`config.mk`:
```
export PLATFORM = sky130hd
export DESIGN_NAME = mfp_top
export DESIGN_NICKNAME = d
export VERILOG_FILES = /design/src/rtl/mfp_pkg.sv /design/src/rtl/mfp_reg_if.sv /design/src/rtl/mfp_axil.sv /design/src/rtl/mfp_sync.sv /design/src/rtl/mfp_top.sv
export SDC_FILE = /design/constraint.sdc
export NUM_CORES = 1
export LEC_CHECK = 0
export BUFFER_PORTS_ARGS = -buffer_cell sky130_fd_sc_hd__buf_2
export CORE_MARGIN = 4
export CORE_UTILIZATION = 52
export DETAILED_ROUTE_END_ITERATION = 12
export PLACE_DENSITY = 0.83
export SLEW_MARGIN = 30
export SYNTH_ARGS = -nofsm -noshare
export SYNTH_HDL_FRONTEND = slang
export SYNTH_HIERARCHICAL = 1
export SYNTH_SLANG_ARGS = --single-unit
```
`constraint.sdc`:
```
create_clock -name REF_CLK -period 3.35 [get_ports REF_CLK]
set_input_delay 0.335 -clock REF_CLK [delete_from_list [all_inputs] [get_ports REF_CLK]]
set_output_delay 0.335 -clock REF_CLK [all_outputs]
set_load 0.05 [all_outputs]
```
`src/rtl/mfp_pkg.sv`:
```
package mfp_pkg;

  // ==========================================================
  // Register map and fields
  localparam logic [7:0] MFP_OFS_STATUS = 8'h00;
  localparam logic [7:0] MFP_OFS_CTRL = 8'h04;
  localparam logic [7:0] MFP_OFS_MON = 8'h08;
  localparam logic [15:0] MFP_CTRL_RST = 16'h0000;
  localparam int MFP_F_MAXSEL = 0;
  localparam int MFP_F_FCSEL = 2;
  localparam int MFP_F_BRAKE = 4;
  localparam int MFP_F_STDIS = 5;
  localparam int MFP_F_OCREF = 6;
  localparam int MFP_F_OCMASK = 7;
  localparam int MFP_F_PUMPDIS = 8;
  localparam int MFP_F_TMASK = 9;
  localparam int MFP_F_LATCH = 10;
  localparam int MFP_F_RESTART = 11;
  localparam int MFP_F_ALPOL = 14;
  localparam int MFP_B_STFAIL = 0;
  localparam int MFP_B_UDSPD = 1;
  localparam int MFP_B_OVSPD = 2;
  localparam int MFP_B_OCP = 3;
  localparam int MFP_B_HOT = 4;
  localparam int MFP_B_PUMP = 5;
  localparam logic [1:0] MFP_RESP_OKAY = 2'h0;
  localparam logic [1:0] MFP_RESP_SLVERR = 2'h2;

  // ==========================================================
  // Timing
  localparam int MFP_CLK_MHZ = 40;
  localparam int MFP_MAX_HZ [0:2] = '{750, 1500, 3000};
  // Periods of 1.6, 3.2, 6.4 and 12.8 Hz.
  localparam int MFP_FC_PERIOD_US [0:3] = '{625000, 312500, 156250, 78125};
  localparam int MFP_RESTART_MS [0:7] =
    '{0, 500, 1000, 1500, 2000, 4000, 7000, 10000};
  localparam logic [2:0] MFP_START_ROUNDS = 3'h4;

  // ==========================================================
  // Types
  typedef enum logic [1:0] {
    MFP_RUN = 2'b00,
    MFP_ERR = 2'b01,
    MFP_STANDBY_REQUEST = 2'b10,
    MFP_UV = 2'b11
  } mfp_state_t;

  typedef enum logic [1:0] {
    MFP_ACT_OFF = 2'b00,
    MFP_ACT_BRAKE = 2'b01,
    MFP_ACT_HIZ = 2'b10
  } mfp_act_t;

endpackage : mfp_pkg

```
`src/rtl/mfp_reg_if.sv`:
```
`timescale 1ns/1ps
`default_nettype none

interface mfp_reg_if;
  logic wr;
  logic [7:0] waddr;
  logic [31:0] wdata;
  logic [3:0] wstrb;
  logic werr;
  logic rd;
  logic [7:0] raddr;
  logic [31:0] rdata;
  logic rerr;
  modport bus (output wr, waddr, wdata, wstrb, rd, raddr,
               input werr, rdata, rerr);
  modport regs (input wr, waddr, wdata, wstrb, rd, raddr,
                output werr, rdata, rerr);
endinterface : mfp_reg_if

`default_nettype wire

```
`src/rtl/mfp_axil.sv`:
```
`timescale 1ns/1ps
`default_nettype none

module mfp_axil (
  // Clock and reset
  input wire logic clk,
  input wire logic rst_n,
  // Write channels
  input wire logic [31:0] awaddr,
  input wire logic awvalid,
  output logic awready,
  input wire logic [31:0] wdata,
  input wire logic [3:0] wstrb,
  input wire logic wvalid,
  output logic wready,
  output logic [1:0] bresp,
  output logic bvalid,
  input wire logic bready,
  // Read channels
  input wire logic [31:0] araddr,
  input wire logic arvalid,
  output logic arready,
  output logic [31:0] rdata,
  output logic [1:0] rresp,
  output logic rvalid,
  input wire logic rready,
  // Register side
  mfp_reg_if.bus rg
);
  import mfp_pkg::*;

  typedef struct packed {
    logic awok;
    logic wok;
    logic [7:0] addr;
    logic [31:0] data;
    logic [3:0] strb;
    logic bvalid;
    logic [1:0] bresp;
    logic rvalid;
    logic [31:0] rdata;
    logic [1:0] rresp;
  } mfp_axil_t;

  mfp_axil_t r;
  mfp_axil_t next_r;

  // Address and data are taken in either order; the write is
  // applied once both are held, so bvalid follows both.
  assign awready = !r.awok && !r.bvalid;
  assign wready = !r.wok && !r.bvalid;
  assign arready = !r.rvalid;
  assign rg.wr = r.awok && r.wok;
  assign rg.waddr = r.addr;
  assign rg.wdata = r.data;
  assign rg.wstrb = r.strb;
  assign rg.rd = arvalid && arready;
  assign rg.raddr = araddr[7:0];

  always_comb begin
    next_r = r;
    if (awvalid && awready) begin
      next_r.awok = 1'b1;
      next_r.addr = awaddr[7:0];
    end
    if (wvalid && wready) begin
      next_r.wok = 1'b1;
      next_r.data = wdata;
      next_r.strb = wstrb;
    end
    if (rg.wr) begin
      next_r.awok = 1'b0;
      next_r.wok = 1'b0;
      next_r.bvalid = 1'b1;
      next_r.bresp = rg.werr ? MFP_RESP_SLVERR : MFP_RESP_OKAY;
    end
    if (r.bvalid && bready) begin
      next_r.bvalid = 1'b0;
    end
    if (rg.rd) begin
      next_r.rvalid = 1'b1;
      next_r.rdata = rg.rdata;
      next_r.rresp = rg.rerr ? MFP_RESP_SLVERR : MFP_RESP_OKAY;
    end else if (r.rvalid && rready) begin
      next_r.rvalid = 1'b0;
    end
  end

  always_ff @(posedge clk) begin
    if (!rst_n) begin
      r <= '0;
    end else begin
      r <= next_r;
    end
  end

  assign bvalid = r.bvalid;
  assign bresp = r.bresp;
  assign rvalid = r.rvalid;
  assign rdata = r.rdata;
  assign rresp = r.rresp;

endmodule : mfp_axil

`default_nettype wire

```
`src/rtl/mfp_sync.sv`:
```
`timescale 1ns/1ps
`default_nettype none

module mfp_sync #(
  parameter int WIDTH = 6
) (
  // Clock and reset
  input wire logic clk,
  input wire logic rst_n,
  // Data
  input wire logic [WIDTH-1:0] d,
  output logic [WIDTH-1:0] q
);

  typedef struct packed {
    logic [WIDTH-1:0] s1;
    logic [WIDTH-1:0] s2;
  } mfp_sync_t;

  mfp_sync_t r;
  mfp_sync_t next_r;

  always_comb begin
    next_r.s1 = d;
    next_r.s2 = r.s1;
  end

  always_ff @(posedge clk) begin
    if (!rst_n) begin
      r <= '0;
    end else begin
      r <= next_r;
    end
  end

  assign q = r.s2;

endmodule : mfp_sync

`default_nettype wire

```
`src/rtl/mfp_top.sv`:
```
`timescale 1ns/1ps
`default_nettype none

module mfp_top #(
  parameter int unsigned CYC_PER_US = mfp_pkg::MFP_CLK_MHZ
) (
  // Clock and reset
  input wire logic REF_CLK,
  input wire logic RST_N,
  // AXI4-Lite slave
  input wire logic [31:0] S_AXI_AWADDR,
  input wire logic S_AXI_AWVALID,
  output logic S_AXI_AWREADY,
  input wire logic [31:0] S_AXI_WDATA,
  input wire logic [3:0] S_AXI_WSTRB,
  input wire logic S_AXI_WVALID,
  output logic S_AXI_WREADY,
  output logic [1:0] S_AXI_BRESP,
  output logic S_AXI_BVALID,
  input wire logic S_AXI_BREADY,
  input wire logic [31:0] S_AXI_ARADDR,
  input wire logic S_AXI_ARVALID,
  output logic S_AXI_ARREADY,
  output logic [31:0] S_AXI_RDATA,
  output logic [1:0] S_AXI_RRESP,
  output logic S_AXI_RVALID,
  input wire logic S_AXI_RREADY,
  // Asynchronous comparator flags and standby pin
  input wire logic MOTOR_SUPPLY_UV,
  input wire logic REGULATOR_SUPPLY_UV,
  input wire logic OVERCURRENT_DETECT,
  input wire logic PUMP_HEADROOM_LOW_DETECT,
  input wire logic JUNCTION_TEMPERATURE_HIGH,
  input wire logic STANDBY_REQUEST,
  // Commutation logic
  input wire logic [2:0] DRIVE_HS,
  input wire logic [2:0] DRIVE_LS,
  input wire logic ELEC_EDGE,
  input wire logic FORCED_ROUND,
  input wire logic SENSORLESS,
  input wire logic SPEED_ZERO,
  // Gate drive and status pins
  output logic [2:0] HIGH_SIDE_GATE_OUTPUTS,
  output logic [2:0] LOW_SIDE_GATE_OUTPUTS,
  output logic GATE_OE,
  output logic RUN_ENABLE,
  output logic OVERCURRENT_REF_SEL,
  output logic ALERT_O,
  output logic ALERT_OE
);
  import mfp_pkg::*;

  // ==========================================================
  // Derived cycle counts
  localparam int unsigned OVS_CYC [0:2] = '{
    CYC_PER_US * 1000000 / MFP_MAX_HZ[0],
    CYC_PER_US * 1000000 / MFP_MAX_HZ[1],
    CYC_PER_US * 1000000 / MFP_MAX_HZ[2]};
  localparam int unsigned FC_CYC [0:3] = '{
    CYC_PER_US * MFP_FC_PERIOD_US[0],
    CYC_PER_US * MFP_FC_PERIOD_US[1],
    CYC_PER_US * MFP_FC_PERIOD_US[2],
    CYC_PER_US * MFP_FC_PERIOD_US[3]};
  localparam int unsigned CYC_PER_MS = CYC_PER_US * 1000;
  localparam int unsigned RESTART_CYC [0:7] = '{
    CYC_PER_MS * MFP_RESTART_MS[0], CYC_PER_MS * MFP_RESTART_MS[1],
    CYC_PER_MS * MFP_RESTART_MS[2], CYC_PER_MS * MFP_RESTART_MS[3],
    CYC_PER_MS * MFP_RESTART_MS[4], CYC_PER_MS * MFP_RESTART_MS[5],
    CYC_PER_MS * MFP_RESTART_MS[6], CYC_PER_MS * MFP_RESTART_MS[7]};

  typedef struct packed {
    mfp_state_t state;
    mfp_act_t act;
    logic [31:0] cyc;
    logic [31:0] tmr;
    logic [2:0] rounds;
    logic [5:0] flags;
    logic [15:0] ctrl;
    logic [2:0] hs;
    logic [2:0] ls;
    logic oe;
    logic alert_oe;
  } mfp_core_t;

  mfp_core_t r;
  mfp_core_t next_r;
  logic [5:0] sy;
  mfp_reg_if rg ();

  // ==========================================================
  // Bus slave and synchronisers
  mfp_axil u_axil (
    .clk(REF_CLK),
    .rst_n(RST_N),
    .awaddr(S_AXI_AWADDR),
    .awvalid(S_AXI_AWVALID),
    .awready(S_AXI_AWREADY),
    .wdata(S_AXI_WDATA),
    .wstrb(S_AXI_WSTRB),
    .wvalid(S_AXI_WVALID),
    .wready(S_AXI_WREADY),
    .bresp(S_AXI_BRESP),
    .bvalid(S_AXI_BVALID),
    .bready(S_AXI_BREADY),
    .araddr(S_AXI_ARADDR),
    .arvalid(S_AXI_ARVALID),
    .arready(S_AXI_ARREADY),
    .rdata(S_AXI_RDATA),
    .rresp(S_AXI_RRESP),
    .rvalid(S_AXI_RVALID),
    .rready(S_AXI_RREADY),
    .rg(rg.bus)
  );

  // Every comparator flag is slow and asynchronous.
  mfp_sync #(.WIDTH(6)) u_sync (
    .clk(REF_CLK),
    .rst_n(RST_N),
    .d({STANDBY_REQUEST, JUNCTION_TEMPERATURE_HIGH,
        PUMP_HEADROOM_LOW_DETECT, OVERCURRENT_DETECT,
        REGULATOR_SUPPLY_UV, MOTOR_SUPPLY_UV}),
    .q(sy)
  );

  // ==========================================================
  // Control fields and conditions
  logic [1:0] max_speed_limit_sel;
  logic [1:0] forced_commutation_rate_sel;
  logic stall_action_brake_sel;
  logic startup_fail_disable;
  logic overcurrent_mask;
  logic pump_low_disable;
  logic thermal_mask;
  logic latch_sel;
  logic [2:0] restart_delay_sel;
  logic alert_low_sel;
  logic uv_any;
  logic standby_request;
  logic ocp_t;
  logic pump_t;
  logic hot_t;
  logic running;
  logic ovs;
  logic uds;
  logic stf;
  logic cond_clear;
  logic [5:0] causes;
  logic [31:0] ovs_lim;
  logic [31:0] fc_lim;
  logic [31:0] rst_lim;

  assign max_speed_limit_sel = r.ctrl[MFP_F_MAXSEL +: 2];
  assign forced_commutation_rate_sel = r.ctrl[MFP_F_FCSEL +: 2];
  assign stall_action_brake_sel = r.ctrl[MFP_F_BRAKE];
  assign startup_fail_disable = r.ctrl[MFP_F_STDIS];
  assign overcurrent_mask = r.ctrl[MFP_F_OCMASK];
  assign pump_low_disable = r.ctrl[MFP_F_PUMPDIS];
  assign thermal_mask = r.ctrl[MFP_F_TMASK];
  assign latch_sel = r.ctrl[MFP_F_LATCH];
  assign restart_delay_sel = r.ctrl[MFP_F_RESTART +: 3];
  assign alert_low_sel = r.ctrl[MFP_F_ALPOL];

  assign uv_any = sy[0] || sy[1];
  assign ocp_t = sy[2] && !overcurrent_mask;
  assign pump_t = sy[3] && !pump_low_disable;
  assign hot_t = sy[4] && !thermal_mask;
  assign standby_request = sy[5];
  assign running = (r.state == MFP_RUN);

  assign ovs_lim = (max_speed_limit_sel == 2'h3) ? 32'h0 :
                   32'(OVS_CYC[max_speed_limit_sel]);
  assign fc_lim = 32'(FC_CYC[forced_commutation_rate_sel]);
  assign rst_lim = 32'(RESTART_CYC[restart_delay_sel]);

  // A period of cyc+1 cycles at or under the limit is a frequency
  // at or over the maximum; selector 11 never matches.
  assign ovs = running && SENSORLESS && ELEC_EDGE && (r.cyc < ovs_lim);
  // No electrical edge within one forced commutation period means
  // the rotor is slower than that rate, stalled included.
  assign uds = running && SENSORLESS && (r.cyc >= fc_lim);
  assign stf = running && !SENSORLESS && FORCED_ROUND &&
               !startup_fail_disable &&
               (r.rounds == MFP_START_ROUNDS - 3'h1);
  assign causes = {pump_t, hot_t, ocp_t, ovs, uds, stf};
  assign cond_clear = !ocp_t && !hot_t && !pump_t;

  // ==========================================================
  // Register access
  always_comb begin
    rg.werr = !(rg.waddr inside {MFP_OFS_STATUS, MFP_OFS_CTRL,
                                 MFP_OFS_MON});
    rg.rerr = 1'b0;
    case (rg.raddr)
      MFP_OFS_STATUS: rg.rdata = {26'h0, r.flags};
      MFP_OFS_CTRL: rg.rdata = {16'h0, r.ctrl};
      MFP_OFS_MON: rg.rdata = {19'h0, r.rounds, sy, r.act, r.state};
      default: begin
        rg.rdata = 32'h0;
        rg.rerr = 1'b1;
      end
    endcase
  end

  // ==========================================================
  // Fault engine
  always_comb begin
    next_r = r;
    if (ELEC_EDGE) begin
      next_r.cyc = 32'h0;
    end else if (r.cyc != 32'hffffffff) begin
      next_r.cyc = r.cyc + 32'h1;
    end
    if (!running || SENSORLESS) begin
      next_r.rounds = 3'h0;
    end else if (FORCED_ROUND && r.rounds != MFP_START_ROUNDS) begin
      next_r.rounds = r.rounds + 3'h1;
    end
    if (r.tmr != 32'hffffffff) begin
      next_r.tmr = r.tmr + 32'h1;
    end
    if (rg.wr && rg.waddr == MFP_OFS_CTRL) begin
      if (rg.wstrb[0]) next_r.ctrl[7:0] = rg.wdata[7:0];
      if (rg.wstrb[1]) next_r.ctrl[15:8] = rg.wdata[15:8];
    end
    if (rg.wr && rg.waddr == MFP_OFS_STATUS && rg.wstrb[0]) begin
      next_r.flags = r.flags & ~rg.wdata[5:0];
    end
    if (standby_request) begin
      next_r.flags = 6'h0;
    end
    // A detection in the same cycle as a clear keeps its flag.
    if (running) begin
      next_r.flags = next_r.flags | causes;
    end

    case (r.state)
      MFP_RUN: begin
        if (|causes) begin
          next_r.state = MFP_ERR;
          next_r.tmr = 32'h0;
          if (pump_t) begin
            next_r.act = MFP_ACT_HIZ;
          end else if (hot_t || ocp_t || ovs) begin
            next_r.act = MFP_ACT_OFF;
          end else begin
            next_r.act = stall_action_brake_sel ? MFP_ACT_BRAKE :
                                                  MFP_ACT_OFF;
          end
        end
      end
      MFP_ERR: begin
        // The source must be gone before either way out.
        if (cond_clear && (SPEED_ZERO ||
            (!latch_sel && r.tmr >= rst_lim))) begin
          next_r.state = MFP_RUN;
        end
      end
      MFP_UV: begin
        if (!uv_any) next_r.state = MFP_RUN;
      end
      MFP_STANDBY_REQUEST: begin
        if (!standby_request) next_r.state = MFP_RUN;
      end
      default: next_r.state = MFP_RUN;
    endcase
    // Standby outranks undervoltage, which outranks any error.
    if (standby_request) begin
      next_r.state = MFP_STANDBY_REQUEST;
    end else if (uv_any) begin
      next_r.state = MFP_UV;
    end
    if (next_r.state == MFP_RUN && r.state != MFP_RUN) begin
      next_r.cyc = 32'h0;
      next_r.rounds = 3'h0;
    end

    // Gates follow the next state, so each change shows one edge
    // after its cause.
    next_r.hs = 3'h0;
    next_r.ls = 3'h0;
    next_r.oe = 1'b1;
    case (next_r.state)
      MFP_RUN: begin
        next_r.hs = DRIVE_HS;
        next_r.ls = DRIVE_LS;
      end
      MFP_ERR: begin
        if (next_r.act == MFP_ACT_BRAKE) next_r.ls = 3'h7;
        if (next_r.act == MFP_ACT_HIZ) next_r.oe = 1'b0;
      end
      MFP_STANDBY_REQUEST: next_r.oe = 1'b0;
      default: next_r.oe = 1'b1;
    endcase
    // The pin can only pull low; the pull-up gives the high level.
    next_r.alert_oe = alert_low_sel ==
                      (next_r.state inside {MFP_ERR, MFP_UV});
  end

  always_ff @(posedge REF_CLK) begin
    if (!RST_N) begin
      r <= '{state: MFP_RUN, act: MFP_ACT_OFF, ctrl: MFP_CTRL_RST,
             default: '0};
    end else begin
      r <= next_r;
    end
  end

  assign HIGH_SIDE_GATE_OUTPUTS = r.hs;
  assign LOW_SIDE_GATE_OUTPUTS = r.ls;
  assign GATE_OE = r.oe;
  assign RUN_ENABLE = running;
  assign OVERCURRENT_REF_SEL = r.ctrl[MFP_F_OCREF];
  assign ALERT_O = 1'b0;
  assign ALERT_OE = r.alert_oe;
endmodule : mfp_top

`default_nettype wire
```
### Word level (Yosys, flattened, before mapping)

Memory sizes are Yosys's and may differ from the RTL's.
Index checks and enable logic that the tools add are counted.
Widths: inputs -> output; s select.

| operators by class | value |
|---|---|
| bitwise gates (word level) | 7 |
| add/subtract/negate cells | 3 |
| equality and inequality tests | 18 |
| muxes and demuxes | 33 |
| reduce and logical (&&, ||, !) cells | 65 |
| $lt $le $gt $ge | 6 |

Operators by type and width:

| operator | count |
|---|---|
| $mux 32 | 10 |
| $bmux 32 s2 | 2 |
| $add 32x1->32 const B | 2 |
| $ge 32x32->1 | 2 |
| $ne 32x32->1 const B | 2 |
| $pmux 16 s3 | 1 |
| $lt 32x32->1 | 1 |
| $logic_and 1x1->1 | 28 |
| $mux 6 | 3 |
| $eq 8x3->1 const B | 2 |
| $eq 8x4->1 const B | 2 |
| $logic_not 8->1 | 2 |
| $logic_not 1->1 | 14 |
| $mux 2 | 7 |
| $eq 2x2->1 const B | 6 |
| $reduce_or 3->1 | 3 |
| $and 6x6->6 | 1 |
| $eq 2x1->1 const B | 3 |
| $ge 3x3->1 const B | 2 |
| $not 2->3 | 2 |
| $not 6->6 | 1 |
| $or 6x6->6 | 1 |
| $pmux 2 s3 | 1 |
| $pmux 3 s2 | 1 |
| other kinds (18) | 33 |

| storage, ports and cells | value |
|---|---|
| flip-flop bits (word level) | 179 |
| memories | 1 |
| bits in read-only memories | 256 |

Memories:

| memory | words | width | rd ports | clocked after Yosys merged registers in | write ports | line | RTL |
|---|---|---|---|---|---|---|---|
| (name not given) | 8 | 32 | 1 | 0 | 0 | mfp_top.sv:173 | `assign rst_lim = 32'(RESTART_CYC[restart_delay_sel]);` |

### Longest topological paths before layout

Gate-level depths: netlist of the first run.

| logic depth | value |
|---|---|
| depth in word-level cells | 17 |
| gate-level depth with buffers | 14 |

### By module

Netlist of the first run, hierarchy kept.

Modules (own cells, without submodules):

| module | cells an instance | seq. area each (sq um) | area each (sq um) | instances |
|---|---|---|---|---|
| mfp_top | 787 | 2021.9 | 6500.0 | 1 |
| mfp_axil | 452 | 1641.6 | 3712.3 | 1 |
| mfp_sync | 25 | 240.2 | 336.6 | 1 |

### Worst setup path after synthesis of the first run

No wires, ideal clock.

| path | value |
|---|---|
| path type | register -> register |
| start | register r[21] (netlist name) |
| end | register r[68] (netlist name) |
| clock period less this slack | 3.227 ns |
| path slack | 0.123 ns |
| data required time | 3.235 ns |
| arrival time | 3.112 ns |
| stages on the path, launching flop included | 14 |
| setup time | 0.115 ns |
| path buffers | 3 |
| path through | dfxtp_1 > clkbuf_1 > clkbuf_1 > o21ai_0 > ha_1 > nor4bb_1 > nand4_1 > nand3b_1 > a311oi_1 > o32ai_2 > nand3_2 > o41ai_4 > buf_6 > nor2_1 |

| between the ends | value |
|---|---|
| cells in the longest elaborated chain, start to end | 15 |

Ends and longest elaborated chain:

| item | line | RTL |
|---|---|---|
| start, declared | mfp_top.sv:85 | `mfp_core_t r;` |
| start signal, assigned | mfp_top.sv:301 | `r <= '{state: MFP_RUN, act: MFP_ACT_OFF, ctrl: MFP_CTRL_RST,` |
| start signal, assigned | mfp_top.sv:304 | `r <= next_r;` |
| $not 3->4 (not written as such) | mfp_top.sv:173 |  |
| $mem_v2 8x32 | n/a |  |
| $mux 32 (not written as such) (2 in a row) | mfp_top.sv:173 |  |
| $ge 32x32->1 | mfp_top.sv:254 | `(!latch_sel && r.tmr >= rst_lim))) begin` |
| $logic_and 1x1->1 | mfp_top.sv:254 |  |
| $logic_or 1x1->1 | mfp_top.sv:253 | `if (cond_clear && (SPEED_ZERO \|\|` |
| $logic_and 1x1->1 | mfp_top.sv:253 |  |
| $mux 2 | mfp_top.sv:253 |  |
| $pmux 2 s3 | mfp_top.sv:236 | `case (r.state)` |
| $mux 2 | mfp_top.sv:269 | `end else if (uv_any) begin` |
| $mux 2 | mfp_top.sv:267 | `if (standby_request) begin` |
| $logic_not 2->1 | mfp_top.sv:272 | `if (next_r.state == MFP_RUN && r.state != MFP_RUN) begin` |
| $logic_and 1x1->1 | mfp_top.sv:272 |  |
| $reduce_or 3->1 (no line) | n/a |  |

Every way passes these cells. The select of a mux whose other input is x is not followed.
A chain may end at the register's enable or synchronous reset.

### Worst setup path in the final report of the first run

| path | value |
|---|---|
| start | register r[21] (netlist name) |
| end | register r[67] (netlist name) |

The elaborated chain is that of the path after synthesis.

==> results of run 1 <==
flip-flops by register name, summed over array words and instances (netlist names), 3 cells and up:
signal and count:
HIGH_SIDE_GATE_OUTPUTS 3, LOW_SIDE_GATE_OUTPUTS 3, r 84, u_axil/rdata 32, u_axil/rg.waddr 8, u_axil/rg.wdata 16
u_sync/next_r 6, u_sync/q 6
routing by layer:
metal | vias up | global-route usage
met1 | 3678 | 0.260
li1 | 3936 | -
met3 | 35 | 0.0518
met5 | - | 0
met2 | 203 | 0.332
met4 | 0 | 0.0665
worst min-delay path by stage:
| stage | start | to | slack, ps | cells after the start |
|---|---|---|---|---|
| after floorplan | u_sync/next_r[4] | u_sync/q[4] | 410 | 1 |
| after global placement | u_sync/next_r[4] | u_sync/q[4] | 420 | 1 |
| after detailed placement | u_sync/next_r[4] | u_sync/q[4] | 420 | 1 |
| after CTS | DRIVE_HS[1] | HIGH_SIDE_GATE_OUTPUTS[1] | 90 | 2 |
| after global routing | MOTOR_SUPPLY_UV | u_sync/next_r[0] | 80 | 2 |
| final | DRIVE_HS[1] | HIGH_SIDE_GATE_OUTPUTS[1] | 100 | 2 |
power by group through the flow:
stage,clock network (mW),registers [mW],logic (mW)
2_1_floorplan,0,2.26,0.393
3_3_place_gp,0,2.26,0.434
3_5_place_dp,0,2.26,0.442
4_1_cts,2.13,2.21,0.445
5_1_grt,2.23,2.22,0.496
6_report,2.10,2.21,0.458
layout by cell type, fill, tap and decap left out, types with 4 or more instances in the layout:
cell       count
dfxtp_1      174
xor2_1        25
conb_1        19
nand2_1      161
nand3b_1       5
and4_1        14
a22oi_1        7
mux2i_1       17
a21o_1        10
o21ai_0       36
o21a_1         7
inv_1         34
and3_1        14
buf_2        104
nand4_1       22
and2_1        15
ha_1          66
nand2b_1      10
xnor2_1       38
a21boi_0      42
nor3b_1        4
buf_4         17
nor3_1        15
a211oi_1       5
inv_6          5
nor4_1         8
and2_2         8
or2_2          4
nor2_1       133
nor2b_1       22
clkbuf_16     18
a21oi_1       30
nand3_1       56
per-stage QoR:
step                      TNS, ps  worst slack (ps)  utilization  power (mW)  hold slack, ps
after floorplan                 0               123            -        2.65             412
after global placement          0               143        0.545        2.69             415
after detailed placement        0               102        0.545        2.70             421
after CTS                       0              85.2        0.579        4.79            87.4
after global routing        -1.15             -1.15        0.583        4.95            83.1
final                           0               135        0.583        4.77            95.5
area by class of cell:
cell class / instances / area share
inverters: 35 / 0.0123
well taps: 229 / 0.0269
repair buffers: 124 / 0.0670
clock buffers: 20 / 0.0429
multi-input cells: 847 / 0.502
clock inverters: 12 / 0.0157
flip-flops and latches: 177 / 0.333
what timing repair did:
action | in CTS | in global routing
gates resized for setup | 0 | 10
setup endpoints to repair | 0 | 72
hold endpoints to repair | 0 | 0
buffers inserted | 0 | 1
worst max-delay path, delay by kind of cell, from the launching register on:
kind                     cells  cell delay, ps
multiplexers                 1             270
AO/OA/AOI/OAI                6            1140
buffers and inverters        3             620
AND/OR/NAND/NOR              2             310
adder cells (fa/ha/maj)      1             280
flip-flops                   1             520
==> impl_results.md, run 1 <==
* Status: completed
* GR Util All Layers at 0.202
* TritonCTS Buffers at 17
* Area delta synth->final at 8.60%
* Hold Path Class: input pin to register
* Worst Setup EP: r[67]
* Clock transition at the registers of the reported paths at 70 ps
* Initial drt markers at 548
* Mean post-synth cell area at about 8.4 µm²
* Die H at 145 µm
* Mapped cell area at between 9000 and 10000 µm²
* Relative slew slack at 0.476
* Maximum clock frequency at just over 0.3 GHz
* Vias per cell at 5.44
* Worst setup startpoint: r[21]
* Clk pwr share at 0.440
* Crit Path Category: register to register
* Fill count at 1554
* Hold Buf Count CTS at 0
* Crit path largest cell delay at between 500 and 600 ps
* # IOs at 175
* CTS max path bufs at 2
* GP Congestion at between 0.8 and 0.9
* Nets at 1391
* H-tree level count at 4
* Detailed Route WL at 21.7 mm
* Wl on met1 at just under 10 mm
* Remaining global-route overflow at 0
* Flop pwr share at 0.464
* CP Data Required Time at roughly 3700 ps
* Core Rows at 49
* Port buffer count at 105
* Synth Warn # at 6
* Max Used Layer: met4
* Switch Pwr at between 1 and 1.5 mW
* Logic pwr share at 0.096
* Die width at between 100 and 150 µm
* Setup Skew at 10.1 ps
* Pwr Density at 448 nW/µm²
* DR WL met3 at 1.21 mm
* Share of cells above drive strength 1 at 0.157
* Worst Path Arrival at 3570 ps
* Reg2reg start: r[21]
* Root Driver: clkbuf_16
* Placement Cell Area at 9960 µm²
* Critical-path top delay cell: dfxtp_1
* Routed len/inst at between 15 and 20 µm
* CP Launch Type: register
* Fin crit share at 0.960
* Vias in the first global route at 7434
* Reg2Reg Depth at 13
* TritonRoute pass-1 iters at 5
* Worst R2R End: r[67]
* Crit path time final at 3220 ps
* Worst R2R Setup Slack at 130 ps
* Drc violations at 0
* Final Max Slew Viols at 0
* Post-route insts no fill at about 1400
* Fin area at approximately 11000 µm²
* # Max-Cap Violations at 0
* Largest net degree at the start of global routing at 92
* Storage cell area at 3550 µm²
* Clock Latency Late Sink at approximately 440 ps
* Synth Instances at 1174
* Initial Util at 0.537
* Area of the multi-input gates at approximately 5300 µm²
* Core Box Area at 18300 µm²
* Final antenna-violating net count at 0
* Half-perimeter wire length after placement at approximately 15 mm
* Crit Path Max Fanout at 16
* Sw frac at 0.256
* Worst-Margin Slew at ~780 ps
* Crit-path cells: buf_4 > mux2i_2 > ha_1 > a21o_1 > a21o_1 > a211o_1 > a211oi_2 > o32ai_2 > nand3_2 > o41ai_4 > buf_4 > buf_12 > nor3_1
* Final hold viol count at 0
* Initial antenna violation count at 0
* Internal at between 3 and 4 mW
* Final setup fails at 0
* TritonCTS clock tree: yes
* CP endpoint kind: register
* Inst Count DP at 1410
* Clock sink total at 177
* VDD IR max at 0.358 mV
* N_diodes at 0
* Die area at between 20000 and 25000 µm²
* Leakage at 4.36 nW
* Met2 wire length at 10.4 mm
* First-pass GRT wire length at about 36 mm
* Routed via count at approximately 7900
Power figures use the tool's default switching activity.
==> inputs of run 2 (changes only) <==
--- a/config.mk
+++ b/config.mk
@@ -6,10 +6,12 @@
 export NUM_CORES = 1
 export LEC_CHECK = 0
 export BUFFER_PORTS_ARGS = -buffer_cell sky130_fd_sc_hd__buf_2
+export CELL_PAD_IN_SITES_DETAIL_PLACEMENT = 1
+export CELL_PAD_IN_SITES_GLOBAL_PLACEMENT = 1
 export CORE_MARGIN = 4
-export CORE_UTILIZATION = 52
+export CORE_UTILIZATION = 39
 export DETAILED_ROUTE_END_ITERATION = 12
-export PLACE_DENSITY = 0.83
+export PLACE_DENSITY = 0.84
 export SLEW_MARGIN = 30
 export SYNTH_ARGS = -nofsm -noshare
 export SYNTH_HDL_FRONTEND = slang
==> run 2 against run 1 <==
Against the previous run: the run now ends with negative setup slack left; clock power down 4%; wire length up 26%; core utilization down 14 points; clock skew up 3.9 ps; first-iteration DRC count down 25%; die area up 31%; count of clock-buffer cells in the layout down 3; sequential share of layout area down 0.76 points; cell count up 7.1%; register-to-register slack worse by 190 ps; sequential cell count unchanged; critical endpoint is now r[96]; highest routed layer is now met5.
==> impl_results.md, run 2 (same netlist as run 1, synthesis figures left out) <==
* Routed via count at 8209
* Hold Buf Count CTS at 0
* Die width at 167 µm
* Hold wc startpoint: DRIVE_HS[0]
* Port buffer count at roughly 110
* GP Congestion at 0.833
* Final core utilization at 0.444
* Crit Path Max Fanout at 8
* First-pass GRT wire length at 42.3 mm
* Routed len/inst at 17.7 µm
* Failing checks: negative setup slack
* CTS max path bufs at 2
* Worst path setup slack after routing at -56.4 ps
* Vias per cell at between 5 and 6
* Initial drt markers at 409
* Clock sink total at roughly 180
* Initial antenna violation count at 1
* Unrepaired setup endpoints after global routing: true
* Final setup fails at 33
* Core Rows at 57
* Crit-path cells: inv_1 > nand2_1 > inv_1 > ha_1 > a211oi_1 > nor2_1 > o31a_1 > o41ai_4 > nand3_2 > o41ai_4 > buf_6 > clkbuf_16 > nor2_1
* Maximum clock frequency at just under 0.3 GHz
* Placement Cell Area at 10100 µm²
* Hold Path Class: input pin to register
* Reg2Reg Depth at 13
* Clock Latency Late Sink at 450 ps
* Worst R2R Setup Slack at -60 ps
* Largest delay share family, worst path: compound AO/OA/AOI/OAI gates
* Largest net degree at the start of global routing at 69
* Detailed Route WL at 27.4 mm
* # IOs at approximately 180
* Die H at 167 µm
* Relative slew slack at 0.467
* Fin crit share at 1.02
* Share of cells above drive strength 1 at 0.170
* Half-perimeter wire length after placement at 18.6 mm
* # Max-Cap Violations at 0
* Worst-Margin Slew at 798 ps
* Core Box Area at about 25000 µm²
* Status: complete, but fails checks
* Vias in the first global route at about 8300
* Hold endpoint: HIGH_SIDE_GATE_OUTPUTS[0]
* Clock transition at the registers of the reported paths at about 80 ps
* Crit Path Category: register to register
* Nets at approximately 1400
* N_diodes at 0
* Reg2reg start: forced_commutation_rate_sel[0]
* Final Max Slew Viols at 0
* TritonCTS clock tree: yes
* Area delta synth->final at 11.1%
* Crit path time final at 3410 ps
* Final hold viol count at 0
* Leakage at 4.40 nW
* Max FFs per register at 84
* Buf/Inv on CP at 4
* Fin area at ~11000 µm²
* Crit path largest cell delay at ~600 ps
* Root Driver: clkbuf_16
* CP Data Required Time at 3690 ps
* VDD IR max at roughly 0.29 mV
* CP endpoint kind: register
* Setup Skew at ~14 ps
* Most frequent cells in the layout: 174 x dfxtp_1, 162 x nand2_1, 131 x nor2_1
* Remaining global-route overflow at 0
* Hold depth at 2
* GR Util All Layers at 0.183
* CP Launch Type: register
* Initial Util at 0.400
* Pwr Density at 433 nW/µm²
* Worst Path Arrival at approximately 3800 ps
* Die area at 27700 µm²
* Final antenna-violating net count at 0
* Worst R2R End: r[96]
* TritonRoute pass-1 iters at 5
* H-tree level count at 4
* Critical-path top delay cell: o41ai_4
* Most common cell after layout, fill and taps aside: dfxtp_1
* TritonCTS Buffers at 17
* Drc violations at 0
* Biggest register: r
## run 2: cell count changes in the layout (fill, tap and decap cells not counted), moves of 3 or more
cell and change:
bufinv_16 -3, inv_8 +4, buf_4 +3, clkinv_8 +4
## run 2: cell type report
cell class | count | area [µm²]
multi-input cells | 847 | 5420
well taps | 324 | 405
clock buffers | 17 | 425
flip-flops and latches | 177 | 3550
inverters | 35 | 131
fillers | 2970 | 13600
repair buffers | 131 | 803
clock inverters | 15 | 166
## run 2: worst max-delay path by stage
stage / cells past startpoint / endpoint / from / slack, ps
after CTS: 15 / r[68] / r[20] / -20
after detailed placement: 14 / r[68] / r[20] / -50
final: 13 / r[96] / forced_commutation_rate_sel[0] / -60
after global placement: 14 / r[67] / r[20] / 90
after global routing: 13 / r[80] / forced_commutation_rate_sel[0] / -120
after floorplan: 13 / r[68] / r[21] / 120
## run 2: stage by stage
step	setup WS [ps]	power, mW	hold slack [ps]	cells	TNS [ps]
4_1_cts	-22.4	4.73	84.7	1540	-174
2_1_floorplan	123	2.65	412	1191	0
3_5_place_dp	-48.7	2.72	429	1508	-986
6_report	-56.4	4.72	90.7	1546	-1320
5_1_grt	-123	4.91	85.7	1546	-3820
3_3_place_gp	87.0	2.71	418	1508	0
## run 2: report_power, final
| part | internal [mW] | leakage, nW | switching [mW] |
|---|---|---|---|
| Sequential | 2.17 | 1.44 | 0.0480 |
| Combinational | 0.164 | 2.68 | 0.328 |
| Clock | 1.00 | 0.287 | 1.01 |
| Total | 3.33 | 4.40 | 1.39 |
## run 2: metal layers
layer / up-vias / part of all wire / global-route usage
li1: 3951 / - / -
met1: 4032 / 0.43 / 0.225
met2: 184 / 0.51 / 0.326
met3: 40 / 0.042 / 0.0374
met4: 2 / 0.017 / 0.0498
met5: - / 0.00026 / 0
## run 2: what timing repair did
item                       CTS  global route
setup endpoints to repair   33            72
cloned                       0             3
gates resized for setup      1            21
buffers inserted             0             3
pin swaps                    1             7
==> inputs of run 3 (changes only) <==
--- a/config.mk
+++ b/config.mk
@@ -9,9 +9,10 @@
 export CELL_PAD_IN_SITES_DETAIL_PLACEMENT = 1
 export CELL_PAD_IN_SITES_GLOBAL_PLACEMENT = 1
 export CORE_MARGIN = 4
-export CORE_UTILIZATION = 39
+export CORE_UTILIZATION = 43
 export DETAILED_ROUTE_END_ITERATION = 12
-export PLACE_DENSITY = 0.84
+export GPL_ROUTABILITY_DRIVEN = 1
+export PLACE_DENSITY = 0.87
 export SLEW_MARGIN = 30
 export SYNTH_ARGS = -nofsm -noshare
 export SYNTH_HDL_FRONTEND = slang
==> constraint.sdc (replaced) <==
create_clock -name REF_CLK -period 3.3 [get_ports REF_CLK]
set_input_delay 0.33 -clock REF_CLK [delete_from_list [all_inputs] [get_ports REF_CLK]]
set_output_delay 0.33 -clock REF_CLK [all_outputs]
set_load 0.05 [all_outputs]
==> run 3 against run 2 <==
Against the previous run: the flow now finishes without violations; power up 2.1%; critical path depth grew 3; combinational power increased by 1%; largest cell class unchanged; cell count decreased by 2.7%.
==> impl_results.md, run 3 (same netlist as run 1, synthesis figures left out) <==
* Nets at approximately 1400
* Sw frac at 0.277
* Root Driver: clkbuf_16
* Clock Latency Late Sink at 450 ps
* Core Box Area at 22100 µm²
* Largest net degree at the start of global routing at 77
* Vias per cell at 5.60
* Crit Path Max Fanout at 8
* Drc violations at 0
* # Max-Cap Violations at 0
* Final antenna-violating net count at 0
* Share of cells above drive strength 1 at 0.175
* VDD IR max at 0.283 mV
* Worst hold slack at 87.8 ps
* Switch Pwr at 1.34 mW
* Most frequent cells in the layout: 172 x dfxtp_1, 161 x nand2_1, 133 x nor2_1
* Clock transition at the registers of the reported paths at 70 ps
* Relative slew slack at 0.426
* Pwr Density at 444 nW/µm²
* Most common cell after layout, fill and taps aside: dfxtp_1
* Fin crit share at 0.981
* Flop pwr share at 0.466
* Die area at 25300 µm²
* Leakage at 4.41 nW
* Crit path time final at 3240 ps
* TritonCTS Buffers at 17
* CTS max path bufs at 2
* Internal at roughly 3.5 mW
* Area delta synth->final at 10.7%
* Routed via count at 8421
* Clk pwr share at 0.430
* Hold Path Class: input pin to register
* TNS Setup at 0 ps
* Vias in the first global route at 8755
* # IOs at 175
* Clock sink total at 177
* Crit Path Category: register to register
* Max FFs per register at 84
* Top cell by count, worst path: buf_4
* Final setup fails at 0
* Critical-path top delay cell: dfxtp_4
* Unrepaired setup endpoints after global routing: true
* Status: completed
* Detailed Route WL at 28.7 mm
* Final hold viol count at 0
* Logic pwr share at 0.103
* Final core utilization at 0.491
* Die H at 159 µm
* GP Congestion at 0.845
* First-pass GRT wire length at 44.4 mm
* CP Launch Type: register
* Half-perimeter wire length after placement at 18.7 mm
* Crit path largest cell delay at 360 ps
* Routed len/inst at ~19 µm
* CP Data Required Time at 3640 ps
* TritonCTS clock tree: yes
* Final Max Slew Viols at 0
* GR Util All Layers at 0.211
* Initial drt markers at around 490
* Biggest register: r
* Remaining global-route overflow at 0
* H-tree level count at 4
* Core Rows at 54
* Worst Path Arrival at 3570 ps
* CP endpoint kind: register
* Die width at 159 µm
* Maximum clock frequency at ~0.31 GHz
* Setup Skew at 19.1 ps
* Crit-path cells: inv_1 > ha_1 > nand2_2 > buf_4 > ha_1 > and3_1 > nand3_1 > nor4b_2 > o22ai_2 > o32ai_2 > buf_4 > nand3_2 > o41ai_4 > buf_4 > clkbuf_16 > nor2_1
* Initial Util at 0.444
* Port buffer count at ~110
* TritonRoute pass-1 iters at 4
* Worst-Margin Slew at 857 ps
* Initial antenna violation count at 1
## run 3: per-stage QoR
step / std cells / total power [mW] / instance area [µm²] / worst slack (ps)
floorplan: 1191 / 2.69 / 9870 / 73.2
global placement: 1465 / 2.74 / 10100 / 48.4
detailed placement: 1465 / 2.76 / 10100 / -60.1
CTS: 1497 / 4.81 / 10700 / 20.1
global route: 1504 / 4.98 / 10900 / -91.6
finish: 1504 / 4.82 / 10900 / 63.3
## run 3: repair_timing
| action | 4_1_cts | 5_1_grt |
|---|---|---|
| gates cloned | 0 | 2 |
| pin swaps | 2 | 10 |
| setup endpoints to repair | 34 | 73 |
| gates resized for setup | 3 | 27 |
| hold buffers | 0 | 0 |
| setup buffers | 0 | 4 |
## run 3: area by class of cell
class / instances / area (µm²)
Clock buffer: 21 / 470
Multi-Input combinational cell: 847 / 5440
Inverter: 35 / 131
Timing Repair Buffer: 132 / 790
Tap cell: 280 / 350
Sequential cell: 177 / 3550
Antenna cell: 1 / 2.50
Fill cell: 2692 / 11200
Clock inverter: 11 / 119
## run 3: final timing paths
check / startpoint / end / slack, ps / depth (start not counted)
hold reg to reg: u_sync/next_r[0] / u_sync/q[0] / 450 / 1
setup / recovery: r[20] / r[79] / 60 / 16
setup reg to reg: r[20] / r[79] / 60 / 16
hold / removal: DRIVE_HS[0] / HIGH_SIDE_GATE_OUTPUTS[0] / 90 / 2
## run 3: per-layer routing
metal,GRT usage,share of wire,vias up,routed length [µm]
li1,-,-,3955,-
met1,0.249,0.42,4157,12000
met2,0.375,0.51,241,14700
met3,0.0445,0.042,68,1210
met4,0.0821,0.028,0,801
met5,0,0,-,0
## run 3: power groups by stage
stage | clock network [mW] | registers, mW | logic [mW]
2_1_floorplan | 0 | 2.29 | 0.399
3_3_place_gp | 0 | 2.29 | 0.449
3_5_place_dp | 0 | 2.30 | 0.463
4_1_cts | 2.09 | 2.25 | 0.471
5_1_grt | 2.19 | 2.26 | 0.537
6_report | 2.07 | 2.25 | 0.499
## run 3: critical path: cells and delay by family, from the launching register on
family,cells,cell delay [ps]
AO/OA/AOI/OAI,3,610
adder cells (fa/ha/maj),2,480
buffers and inverters,5,810
flip-flops,1,360
AND/OR/NAND/NOR,6,860
